[config.mk]
export PLATFORM = sky130hd
export DESIGN_NAME = ests_shaper
export DESIGN_NICKNAME = d
export VERILOG_FILES = /design/src/rtl/ests_pkg.sv /design/src/rtl/ests_shaper.sv
export SDC_FILE = /design/constraint.sdc
export NUM_CORES = 2
export LEC_CHECK = 0
export BUFFER_PORTS_ARGS = -buffer_cell sky130_fd_sc_hd__buf_2
export CAP_MARGIN = 30
export CORE_MARGIN = 2
export CORE_UTILIZATION = 60
export DETAILED_ROUTE_END_ITERATION = 10
export HOLD_SLACK_MARGIN = 0.02
export PLACE_DENSITY = 0.76
export SYNTH_ARGS = -nofsm -noshare
export SYNTH_HDL_FRONTEND = slang
export SYNTH_SLANG_ARGS = --single-unit
[constraint.sdc]
create_clock -name sys_clk -period 31.6 [get_ports sys_clk]
set_clock_uncertainty 0.1 [all_clocks]
set_input_delay 3.16 -clock sys_clk [delete_from_list [all_inputs] [get_ports sys_clk]]
set_output_delay 3.16 -clock sys_clk [all_outputs]
set_load 0.005 [all_outputs]
[src/rtl/ests_pkg.sv]
// constants, types and helpers of the stream traffic shaper
package ests_pkg;
  localparam logic [7:0] R_CTRL     = 8'h00;
  localparam logic [7:0] R_LD_START = 8'h04;
  localparam logic [7:0] R_LD_END   = 8'h08;
  localparam logic [7:0] R_LD_STEP  = 8'h0c;
  localparam logic [7:0] R_LD_DUR   = 8'h10;
  localparam logic [7:0] R_FS_START = 8'h14;
  localparam logic [7:0] R_FS_END   = 8'h18;
  localparam logic [7:0] R_FS_STEP  = 8'h1c;
  localparam logic [7:0] R_FS_DUR   = 8'h20;
  localparam logic [7:0] R_TRAF_DUR = 8'h24;
  localparam logic [7:0] R_ENC      = 8'h28;
  localparam logic [7:0] R_B_DUTY   = 8'h2c;
  localparam logic [7:0] R_B_PERIOD = 8'h30;
  localparam logic [7:0] R_B_FSZ    = 8'h34;
  localparam logic [7:0] R_B_CNT    = 8'h38;
  localparam logic [7:0] R_STATUS   = 8'h3c;
  localparam logic [7:0] R_CUR_LOAD = 8'h40;
  localparam logic [7:0] R_CUR_FSZ  = 8'h44;
  localparam logic [7:0] R_FRAMES   = 8'h48;
  // control register fields
  localparam int CTL_RUN   = 0;
  localparam int CTL_BURST = 1;
  localparam int CTL_PROF  = 2;
  localparam int CTL_RAMP  = 4;
  localparam int CTL_RMODE = 5;
  localparam int CTL_FMODE = 7;
  localparam int CTL_DMODE = 9;
  localparam int CTL_BMODE = 11;
  localparam int CTL_MBPS  = 13;
  localparam int ENC_CHAN  = 8;
  typedef enum logic [1:0] {PR_DATA, PR_VIDEO, PR_VOICE} ests_prof_t;
  typedef enum logic [1:0] {RM_KEEP, RM_REPEAT, RM_INVERT} ests_rmode_t;
  typedef enum logic [1:0] {FM_CONST, FM_STEP, FM_RAND} ests_fmode_t;
  typedef enum logic [1:0] {DM_CONT, DM_SECS, DM_FRAMES} ests_dmode_t;
  typedef enum logic [1:0] {BM_OFF, BM_CONST, BM_NB} ests_bmode_t;
  typedef enum {ST_IDLE, ST_RUN, ST_DONE} ests_state_t;
  localparam logic [15:0] WIRE_EXTRA = 16'h0014;
  localparam logic [47:0] PCT_FULL   = 48'h0000_0000_2710;
  localparam logic [47:0] LINE_MBPS  = 48'h0000_0000_2710;
  localparam logic [47:0] LINE_BPC   = 48'h0000_0000_0005;
  localparam logic [39:0] DUTY_DIV   = 40'h00_0000_0064;
  localparam logic [15:0] LFSR_SEED  = 16'hace1;
  localparam logic [15:0] LFSR_TAPS  = 16'hb400;
  localparam int unsigned MS_NS      = 32'h000f_4240;
  localparam int unsigned CLK_NS     = 32'h0000_0004;
  localparam logic [9:0]  MS_PER_S   = 10'h3e8;
  // per-channel load of each encoding, in line-load units
  function automatic logic [15:0] enc_rate(input logic [3:0] e);
    case (e)
      4'h0:    enc_rate = 16'h0064;
      4'h1:    enc_rate = 16'h0190;
      4'h2:    enc_rate = 16'h0008;
      4'h3:    enc_rate = 16'h0002;
      default: enc_rate = 16'h0001;
    endcase
  endfunction
  // one step toward tgt, never past it
  function automatic logic [15:0] step_to(input logic [15:0] cur,
      input logic [15:0] tgt, input logic [15:0] st);
    if (cur < tgt)
      step_to = (tgt - cur <= st) ? tgt : 16'(cur + st);
    else
      step_to = (cur - tgt <= st) ? tgt : 16'(cur - st);
  endfunction
endpackage

[src/rtl/ests_shaper.sv]
// stream traffic shaper: apb registers, load ramp, sizes, bursts
// How it works
// - normal mode paces plain frames; burst mode makes bursts
// - data profile load is constant or a ramp, selected by software
// - video and voice load is encoding rate times channel count
// - ramp starts at start load, steps by step size each step time
// - ramp end: keep end load, restart ramp, or reverse direction
// - load in percent or mbps; zero load stops the stream
// - constant size mode sends every frame at start size
// - stepped size goes start to end by step, each held seconds
// - continuous duration restarts the size sequence endlessly
// - seconds duration ends traffic when the period has passed
// - frame duration ends traffic once sent frames equal count
// - random size mode draws sizes evenly between start and end
// - frame size holds headers and payload, no preamble or gap
// - burst mode sends only bursts; burst off stops the stream
// - constant bursts keep fixed data and gap length from duty
// - counted bursts stop the stream after the set number
// - burst length counts burst frame size plus 20 bytes each
//
// The implementer's own choices: the register addresses and the APB interface to the registers.
`timescale 1ns/10ps
module ests_shaper
  import ests_pkg::*;
#(
  parameter int unsigned CYC_PER_MS = MS_NS / CLK_NS
) (
  input  wire logic        sys_clk,
  input  wire logic        srst,
  input  wire logic        psel,
  input  wire logic        penable,
  input  wire logic        pwrite,
  input  wire logic [7:0]  paddr,
  input  wire logic [31:0] pwdata,
  output logic      [31:0] prdata,
  output logic             pready,
  output logic             pslverr,
  output logic             tx_valid,
  input  wire logic        tx_ready,
  output logic      [15:0] tx_size
);
  logic [15:0] ctrl, ld_start, ld_end, ld_step, ld_dur;
  logic [15:0] fs_start, fs_end, fs_step, fs_dur, enc_cfg, b_fsz, b_cnt;
  logic [31:0] traf_dur, b_period;
  logic [6:0]  b_duty;
  ests_state_t st;
  logic        run_q, ramp_up, pend, perr;
  logic [15:0] cur_load, cur_fsz, lfsr, ld_ms, fs_sec, bursts;
  logic [9:0]  sec_ms;
  logic [31:0] ms_cnt, tot_sec, frames, ptime, bsent;
  logic [47:0] credit;
  logic [15:0] next_ctrl, next_ld_start, next_ld_end, next_ld_step;
  logic [15:0] next_ld_dur, next_fs_start, next_fs_end, next_fs_step;
  logic [15:0] next_fs_dur, next_enc_cfg, next_b_fsz, next_b_cnt;
  logic [31:0] next_traf_dur, next_b_period, next_prdata;
  logic [6:0]  next_b_duty;
  ests_state_t next_st;
  logic        next_run_q, next_ramp_up, next_pend, next_perr;
  logic [15:0] next_cur_load, next_cur_fsz, next_lfsr, next_ld_ms;
  logic [15:0] next_fs_sec, next_bursts, next_tx_size;
  logic [9:0]  next_sec_ms;
  logic [31:0] next_ms_cnt, next_tot_sec, next_frames;
  logic [31:0] next_ptime, next_bsent;
  logic [47:0] next_credit;
  logic        issue, done;
  logic [15:0] eff_load, size_sel, rnd_sz, ld_tgt;
  logic [47:0] cost;
  logic [31:0] dlen;
  logic [32:0] rnd_prod;
  logic [1:0]  prof, rmode, fmode, dmode, bmode;
  logic        is_burst, is_ramp, ms_tick, sec_tick, ld_due, fs_due, wrap;

  assign prof     = ctrl[CTL_PROF +: 2];
  assign rmode    = ctrl[CTL_RMODE +: 2];
  assign fmode    = ctrl[CTL_FMODE +: 2];
  assign dmode    = ctrl[CTL_DMODE +: 2];
  assign bmode    = ctrl[CTL_BMODE +: 2];
  assign is_burst = ctrl[CTL_BURST];
  assign is_ramp  = ctrl[CTL_RAMP];
  assign pready   = psel & penable;
  assign pslverr  = pready & perr;
  assign tx_valid = pend;
  assign ms_tick  = (ms_cnt >= CYC_PER_MS - 1);
  assign sec_tick = ms_tick && (sec_ms >= MS_PER_S - 10'h001);
  assign ld_due   = ms_tick && (17'(ld_ms) + 17'h0_0001 >= 17'(ld_dur));
  assign fs_due   = sec_tick && (17'(fs_sec) + 17'h0_0001 >= 17'(fs_dur));
  assign ld_tgt   = ramp_up ? ld_end : ld_start;
  assign wrap     = 48'(ptime) + LINE_BPC >= 48'(b_period);
  assign eff_load = (prof == PR_DATA) ? cur_load :
                    16'(enc_rate(enc_cfg[3:0]) * 16'(enc_cfg[15:ENC_CHAN]));
  assign rnd_prod = 33'(lfsr) * 33'(17'(fs_end) - 17'(fs_start) + 17'h0_0001);
  assign rnd_sz   = (fs_end > fs_start) ? 16'(fs_start + rnd_prod[31:16])
                                        : fs_start;
  always_comb begin
    if (is_burst || prof != PR_DATA || fmode == FM_CONST)
      size_sel = is_burst ? b_fsz : fs_start;
    else if (fmode == FM_STEP)
      size_sel = cur_fsz;
    else
      size_sel = rnd_sz;
  end
  // gap and preamble only in wire cost
  assign cost = (48'(size_sel) + 48'(WIRE_EXTRA)) *
                (ctrl[CTL_MBPS] ? LINE_MBPS : PCT_FULL);
  assign dlen = 32'((40'(b_period) * 40'(b_duty)) / DUTY_DIV);

  always_comb begin
    next_ctrl = ctrl; next_ld_start = ld_start; next_ld_end = ld_end;
    next_ld_step = ld_step; next_ld_dur = ld_dur; next_fs_start = fs_start;
    next_fs_end = fs_end; next_fs_step = fs_step; next_fs_dur = fs_dur;
    next_enc_cfg = enc_cfg; next_b_fsz = b_fsz; next_b_cnt = b_cnt;
    next_traf_dur = traf_dur; next_b_period = b_period;
    next_b_duty = b_duty; next_prdata = prdata; next_perr = perr;
    next_st = st; next_ramp_up = ramp_up; next_pend = pend;
    next_cur_load = cur_load; next_cur_fsz = cur_fsz; next_ld_ms = ld_ms;
    next_fs_sec = fs_sec; next_bursts = bursts; next_tx_size = tx_size;
    next_tot_sec = tot_sec; next_frames = frames; next_ptime = ptime;
    next_bsent = bsent; next_credit = credit;
    next_run_q = ctrl[CTL_RUN];
    issue = 1'b0;
    done = 1'b0;
    // apb read data and error latched in the setup phase
    if (psel && !penable) begin
      next_perr = 1'b0;
      if (paddr == R_CTRL) next_prdata = {16'h0000, ctrl};
      else if (paddr == R_LD_START) next_prdata = {16'h0000, ld_start};
      else if (paddr == R_LD_END) next_prdata = {16'h0000, ld_end};
      else if (paddr == R_LD_STEP) next_prdata = {16'h0000, ld_step};
      else if (paddr == R_LD_DUR) next_prdata = {16'h0000, ld_dur};
      else if (paddr == R_FS_START) next_prdata = {16'h0000, fs_start};
      else if (paddr == R_FS_END) next_prdata = {16'h0000, fs_end};
      else if (paddr == R_FS_STEP) next_prdata = {16'h0000, fs_step};
      else if (paddr == R_FS_DUR) next_prdata = {16'h0000, fs_dur};
      else if (paddr == R_TRAF_DUR) next_prdata = traf_dur;
      else if (paddr == R_ENC) next_prdata = {16'h0000, enc_cfg};
      else if (paddr == R_B_DUTY) next_prdata = {25'h000_0000, b_duty};
      else if (paddr == R_B_PERIOD) next_prdata = b_period;
      else if (paddr == R_B_FSZ) next_prdata = {16'h0000, b_fsz};
      else if (paddr == R_B_CNT) next_prdata = {16'h0000, b_cnt};
      else if (paddr == R_STATUS)
        next_prdata = {29'h0000_0000, pend, st == ST_DONE, st == ST_RUN};
      else if (paddr == R_CUR_LOAD) next_prdata = {16'h0000, eff_load};
      else if (paddr == R_CUR_FSZ) next_prdata = {16'h0000, cur_fsz};
      else if (paddr == R_FRAMES) next_prdata = frames;
      else begin
        next_prdata = 32'h0000_0000;
        next_perr = 1'b1;
      end
    end
    if (pready && pwrite && !perr) begin
      if (paddr == R_CTRL) next_ctrl = pwdata[15:0];
      else if (paddr == R_LD_START) next_ld_start = pwdata[15:0];
      else if (paddr == R_LD_END) next_ld_end = pwdata[15:0];
      else if (paddr == R_LD_STEP) next_ld_step = pwdata[15:0];
      else if (paddr == R_LD_DUR) next_ld_dur = pwdata[15:0];
      else if (paddr == R_FS_START) next_fs_start = pwdata[15:0];
      else if (paddr == R_FS_END) next_fs_end = pwdata[15:0];
      else if (paddr == R_FS_STEP) next_fs_step = pwdata[15:0];
      else if (paddr == R_FS_DUR) next_fs_dur = pwdata[15:0];
      else if (paddr == R_TRAF_DUR) next_traf_dur = pwdata;
      else if (paddr == R_ENC) next_enc_cfg = pwdata[15:0];
      else if (paddr == R_B_DUTY) next_b_duty = pwdata[6:0];
      else if (paddr == R_B_PERIOD) next_b_period = pwdata;
      else if (paddr == R_B_FSZ) next_b_fsz = pwdata[15:0];
      else if (paddr == R_B_CNT) next_b_cnt = pwdata[15:0];
    end
    // frame taken by the link
    if (pend && tx_ready) begin
      next_pend = 1'b0;
      next_frames = frames + 32'h0000_0001;
    end
    if (ctrl[CTL_RUN] && !run_q) begin
      next_st = ST_RUN;
      next_cur_load = is_ramp ? ld_start : ld_end;
      next_ramp_up = 1'b1;
      next_cur_fsz = fs_start;
      next_ld_ms = '0; next_fs_sec = '0; next_tot_sec = '0;
      next_frames = '0; next_ptime = '0; next_bsent = '0;
      next_bursts = '0; next_credit = '0;
    end else if (!ctrl[CTL_RUN]) begin
      next_st = ST_IDLE;
    end else if (st == ST_RUN) begin
      if (!is_ramp) begin
        next_cur_load = ld_end;
      end else if (ms_tick) begin
        next_ld_ms = ld_due ? 16'h0000 : 16'(ld_ms + 16'h0001);
        if (ld_due && cur_load != ld_tgt) begin
          next_cur_load = step_to(cur_load, ld_tgt, ld_step);
        end else if (ld_due) begin
          case (rmode)
            RM_REPEAT: next_cur_load = ld_start;
            RM_INVERT: begin
              next_ramp_up = !ramp_up;
              next_cur_load = step_to(cur_load,
                                ramp_up ? ld_start : ld_end, ld_step);
            end
            default: next_cur_load = cur_load;
          endcase
        end
      end
      if (sec_tick) begin
        next_tot_sec = tot_sec + 32'h0000_0001;
        next_fs_sec = fs_due ? 16'h0000 : 16'(fs_sec + 16'h0001);
      end
      if (fs_due) begin
        next_cur_fsz = (cur_fsz == fs_end) ? fs_start
                                           : step_to(cur_fsz, fs_end, fs_step);
      end
      if (dmode == DM_SECS && next_tot_sec >= traf_dur) done = 1'b1;
      if (dmode == DM_FRAMES && next_frames >= traf_dur) done = 1'b1;
      if (is_burst && bmode == BM_NB && bursts >= b_cnt) done = 1'b1;
      if (done) begin
        next_st = ST_DONE;
      end else if (!is_burst) begin
        if (eff_load == 16'h0000) begin
          next_credit = '0;
        end else if (credit < cost) begin
          next_credit = credit + 48'(eff_load) * LINE_BPC;
        end else if (!next_pend) begin
          issue = 1'b1;
          next_credit = credit - cost;
        end
      end else if (bmode != BM_OFF) begin
        if (wrap) begin
          next_ptime = '0;
          next_bsent = '0;
          next_bursts = 16'(bursts + 16'h0001);
        end else begin
          next_ptime = 32'(48'(ptime) + LINE_BPC);
          if (bsent < dlen && !next_pend) begin
            issue = 1'b1;
            next_bsent = bsent + 32'(b_fsz) + 32'(WIRE_EXTRA);
          end
        end
      end
    end
    if (issue) begin
      next_pend = 1'b1;
      next_tx_size = size_sel;
    end
    next_ms_cnt = ms_tick ? 32'h0000_0000 : ms_cnt + 32'h0000_0001;
    next_sec_ms = sec_tick ? 10'h000 :
                  ms_tick ? 10'(sec_ms + 10'h001) : sec_ms;
    next_lfsr = {1'b0, lfsr[15:1]} ^ (lfsr[0] ? LFSR_TAPS : 16'h0000);
    if (ctrl[CTL_RUN] && !run_q) begin
      next_ms_cnt = '0;
      next_sec_ms = '0;
    end
  end

  always_ff @(posedge sys_clk) begin
    if (srst) begin
      ctrl <= '0; ld_start <= '0; ld_end <= '0; ld_step <= '0;
      ld_dur <= '0; fs_start <= '0; fs_end <= '0; fs_step <= '0;
      fs_dur <= '0; enc_cfg <= '0; b_fsz <= '0; b_cnt <= '0;
      traf_dur <= '0; b_period <= '0; b_duty <= '0; prdata <= '0;
      perr <= 1'b0; st <= ST_IDLE; run_q <= 1'b0; ramp_up <= 1'b1;
      pend <= 1'b0; cur_load <= '0; cur_fsz <= '0; lfsr <= LFSR_SEED;
      ld_ms <= '0; fs_sec <= '0; bursts <= '0; tx_size <= '0;
      sec_ms <= '0; ms_cnt <= '0; tot_sec <= '0; frames <= '0;
      ptime <= '0; bsent <= '0; credit <= '0;
    end else begin
      ctrl <= next_ctrl; ld_start <= next_ld_start; ld_end <= next_ld_end;
      ld_step <= next_ld_step; ld_dur <= next_ld_dur;
      fs_start <= next_fs_start; fs_end <= next_fs_end;
      fs_step <= next_fs_step; fs_dur <= next_fs_dur;
      enc_cfg <= next_enc_cfg; b_fsz <= next_b_fsz; b_cnt <= next_b_cnt;
      traf_dur <= next_traf_dur; b_period <= next_b_period;
      b_duty <= next_b_duty; prdata <= next_prdata; perr <= next_perr;
      st <= next_st; run_q <= next_run_q; ramp_up <= next_ramp_up;
      pend <= next_pend; cur_load <= next_cur_load;
      cur_fsz <= next_cur_fsz; lfsr <= next_lfsr; ld_ms <= next_ld_ms;
      fs_sec <= next_fs_sec; bursts <= next_bursts;
      tx_size <= next_tx_size; sec_ms <= next_sec_ms;
      ms_cnt <= next_ms_cnt; tot_sec <= next_tot_sec;
      frames <= next_frames; ptime <= next_ptime; bsent <= next_bsent;
      credit <= next_credit;
    end
  end

  logic running;
  assign running = st == ST_RUN && ctrl[CTL_RUN] && run_q;
endmodule

==> flow_summary.toml <==
[place]
gp_congestion = 1.036
pre_cts_ws_ns = 2.369
io_buffers = 96
dp_cells = 11240
hpwlAfterDp_um = 185900

[global_routing]
number_of_antenna_violations_at_the_first_check_in_global_routing = 16
wire_length_of_the_first_global_routing_pass_um = 377900
grt_overflow = 0
global_route.usage.total_pct = 35.91
first_global_vias = 68740
grt_start_max_net_pins = 159

[worst_setup_path]
worst-path-max-fanout = 19
worst-endpoint-arrival_ns = 30.00
reg2regPathDepth = 89
launch_point_of_the_worst_path = "b_duty[1]"
endpoint_kind = "flop"
slowest_stage = "sky130_fd_sc_hd__o41ai_4"
cp_data_required_time_ns = 32.04
start_kind = "flop"
critical_path_max_stage_delay_ns = 0.78
r2r-end = "tx_size[14]"
timing.reg2reg.setup_slack_ns = 2.04
r2r_start = "b_duty[1]"
timing.critical_path.mode_cell = "sky130_fd_sc_hd__fa_1"
worst-setup-path-type = "reg2reg"

[route]
dr.first_iter.drc_count = 8008
post_drt_via_cell_ratio = 6.259
remaining_number_of_nets_flagged_by_the_antenna_check_after_routing = 0
drt_drc_violations_left = 0
firstDrtPassIters = 9
post_drt_wl_per_cell_um = 21.08
wl_um = 239900
vias = 71250

[power_and_ir_drop]
ir_drop_mv = 0.04382
total_leakage_power_uw = 0.03597
total_power_uw = 1879
power_density_nw_per_um2 = 23.01

[synth]
synth_top_family_by_area = "adder cells"
ys_seq_elements = 631
ys_warn_count = 0
async_reset_ff_share_pct = 0
synthSimpleGateAreaFrac_pct = 20.32
yosysUniqueCellTypes = 143
syn_area_um2 = 76970
compound_gate_fraction_of_synth_area_pct = 19.50
ys.flop_type = "sky130_fd_sc_hd__dfxtp_1"
synth-edff-count = 0
synth_area_per_cell_um2 = 7.849
post_synth_adder_cell_area_pct = 26.78
seq_area_frac_synth_pct = 16.41
postSynthCellCount = 9806
synth-xor-area-share_pct = 7.346
muxShareOfSynthArea_pct = 2.061

[die]
floorplan.die.width_um = 362.2
die_y_um = 362.2
die_area_um2 = 131200
initial_util_pct = 60.44
pin_count = 97
design.core.area_um2 = 127400
row_count = 131

[sta]
fin_hold_ws_ns = 0.3474
period_needed_ns = 29.56
max-slew-margin-rel_pct = 24.00
max_freq_ghz = 0.03383
report.final.hold_viol_count = 0
grt_setup_unrepaired = "false"
period_share_pct = 93.54
layout_setup_ws_ns = 2.040
timing_max_transition_violations_final = 0
post_route_setup_tns_ns = 0
tightestPinTransition_ns = 1.132
report.final.setup_viol = 0

[finish]
most_frequent_cells_in_the_layout = "1115 x sky130_fd_sc_hd__nand2_1, 1065 x sky130_fd_sc_hd__inv_1, 833 x sky130_fd_sc_hd__a21oi_1"
most_frequent_standard_cell_in_the_layout_excluding_fill_and_tap_cells = "sky130_fd_sc_hd__nand2_1"
stdcell_count = 11380
max_reg_flops = 48
register_name_with_the_most_flops = "credit"
area_growth_pct = 6.086
final_nets = 11030
layout-drive-gt1-share_pct = 5.633

[cts]
postCtsHoldBufs = 0
clock_tree.root_cell = "sky130_fd_sc_hd__clkbuf_16"
cts-htree-levels = 3
cts_resized = 0
cts_max_path_buffers = 3
clk_pin_slew_worst_paths_ns = 0.06
cts_tree = "built"
clock_sink_count = 631
cts.repair_timing.setup_buffer_count = 0
cts_inserted_buffers = 75
clock_latency_ns = 0.72

[hold_path]
min-delay-start = "ms_cnt[0]"
timing.hold.worst_endpoint = "ms_cnt[0]"
hold_path_class = "reg2reg"
holdPathStages = 1

[job]
cap_violations = 0

[run_status]
status = "finished, final reports clean"
layout make-up:
type,count,area (µm²)
Antenna cell,10,25.02
Clock buffer,91,2037
Clock inverter,43,724.4
Fill cell,10970,45700
Inverter,1074,4034
Multi-Input combinational cell,7657,58710
Sequential cell,631,12630
Tap cell,1662,2079
Timing Repair Buffer,215,1415
per-layer routing:
layer,track usage [%],vias to the layer above,part of all wire (%)
li1,-,33070,-
met3,6.805,766,9.7
met5,0,-,0.028
met2,55.39,3559,43
met4,18.58,10,5.9
met1,47.84,33840,41
stage by stage:
stage	utilization [%]	cell area, µm²
floorplan	-	77020
global placement	61.79	78690
detailed placement	61.88	78810
CTS	64.05	81570
global route	64.11	81650
finish	64.11	81650
Yosys cell counts, types with 22 or more instances:
library cell | n | area [µm²]
sky130_fd_sc_hd__o21a_1 | 45 | 337.8
sky130_fd_sc_hd__o221ai_1 | 30 | 262.8
sky130_fd_sc_hd__o211ai_1 | 58 | 435.4
sky130_fd_sc_hd__or3_1 | 41 | 256.5
sky130_fd_sc_hd__o21ai_0 | 285 | 1426
sky130_fd_sc_hd__xnor2_1 | 349 | 3057
sky130_fd_sc_hd__a222oi_1 | 36 | 360.4
sky130_fd_sc_hd__inv_1 | 1065 | 3998
sky130_fd_sc_hd__a221oi_1 | 47 | 411.6
sky130_fd_sc_hd__nor2b_1 | 117 | 732.0
sky130_fd_sc_hd__xor2_1 | 291 | 2549
sky130_fd_sc_hd__dfxtp_1 | 631 | 12630
sky130_fd_sc_hd__a211oi_1 | 72 | 540.5
sky130_fd_sc_hd__clkbuf_1 | 406 | 1524
sky130_fd_sc_hd__nor3_1 | 158 | 790.8
sky130_fd_sc_hd__a31oi_1 | 49 | 306.5
sky130_fd_sc_hd__a21o_1 | 187 | 1404
sky130_fd_sc_hd__mux2_2 | 29 | 326.6
sky130_fd_sc_hd__nand2_1 | 1115 | 4185
sky130_fd_sc_hd__a211o_1 | 22 | 192.7
sky130_fd_sc_hd__and3_1 | 121 | 757.0
sky130_fd_sc_hd__buf_2 | 37 | 185.2
sky130_fd_sc_hd__nor4_1 | 49 | 306.5
sky130_fd_sc_hd__mux2i_1 | 113 | 1131
sky130_fd_sc_hd__o21bai_1 | 119 | 893.4
sky130_fd_sc_hd__and2_1 | 381 | 2384
sky130_fd_sc_hd__ha_1 | 802 | 10030
sky130_fd_sc_hd__fa_1 | 526 | 10530
sky130_fd_sc_hd__nor2_1 | 770 | 2890
sky130_fd_sc_hd__o21ai_1 | 41 | 205.2
sky130_fd_sc_hd__nand3_1 | 154 | 770.7
sky130_fd_sc_hd__a21oi_1 | 833 | 4169
sky130_fd_sc_hd__a221o_1 | 26 | 260.3
sky130_fd_sc_hd__a22oi_1 | 38 | 285.3
sky130_fd_sc_hd__nand4_1 | 103 | 644.4
sky130_fd_sc_hd__o22ai_1 | 41 | 256.5
sky130_fd_sc_hd__nand2b_1 | 120 | 750.7
power breakdown:
| group | switching (µW) | internal [µW] |
|---|---|---|
| Combinational | 65.6 | 28.1 |
| Clock | 399 | 575 |
| Sequential | 11.4 | 799 |
cells by family (layout without fill, tap and decap cells):
group	Yosys count	in the layout
flops	631	631
xor+xnor	643	643
buf+inv	1532	1423
mux	151	151
other cells	1	24
simple gates	3266	3266
fa+ha+maj	1333	1333
compound gates	2249	2250
how the worst max path moves through the flow:
stage / endpoint / depth (start not counted)
after global placement: tx_size[2] / 89
final: tx_size[14] / 89
after floorplan: tx_size[11] / 97
after CTS: bsent[11] / 88
after global routing: tx_size[14] / 88
after detailed placement: bsent[0] / 88
worst max-delay path: cells and delay by family (launching register included):
| kind | cells | cell delay [ns] |
|---|---|---|
| AO/OA/AOI/OAI | 44 | 15.00 |
| AND/OR/NAND/NOR | 26 | 7.84 |
| adder cells (fa/ha/maj) | 7 | 2.99 |
| multiplexers | 4 | 1.61 |
| buffers and inverters | 7 | 1.03 |
| flip-flops | 1 | 0.64 |
| XOR/XNOR | 1 | 0.18 |
(Power assumes the default switching activity.)
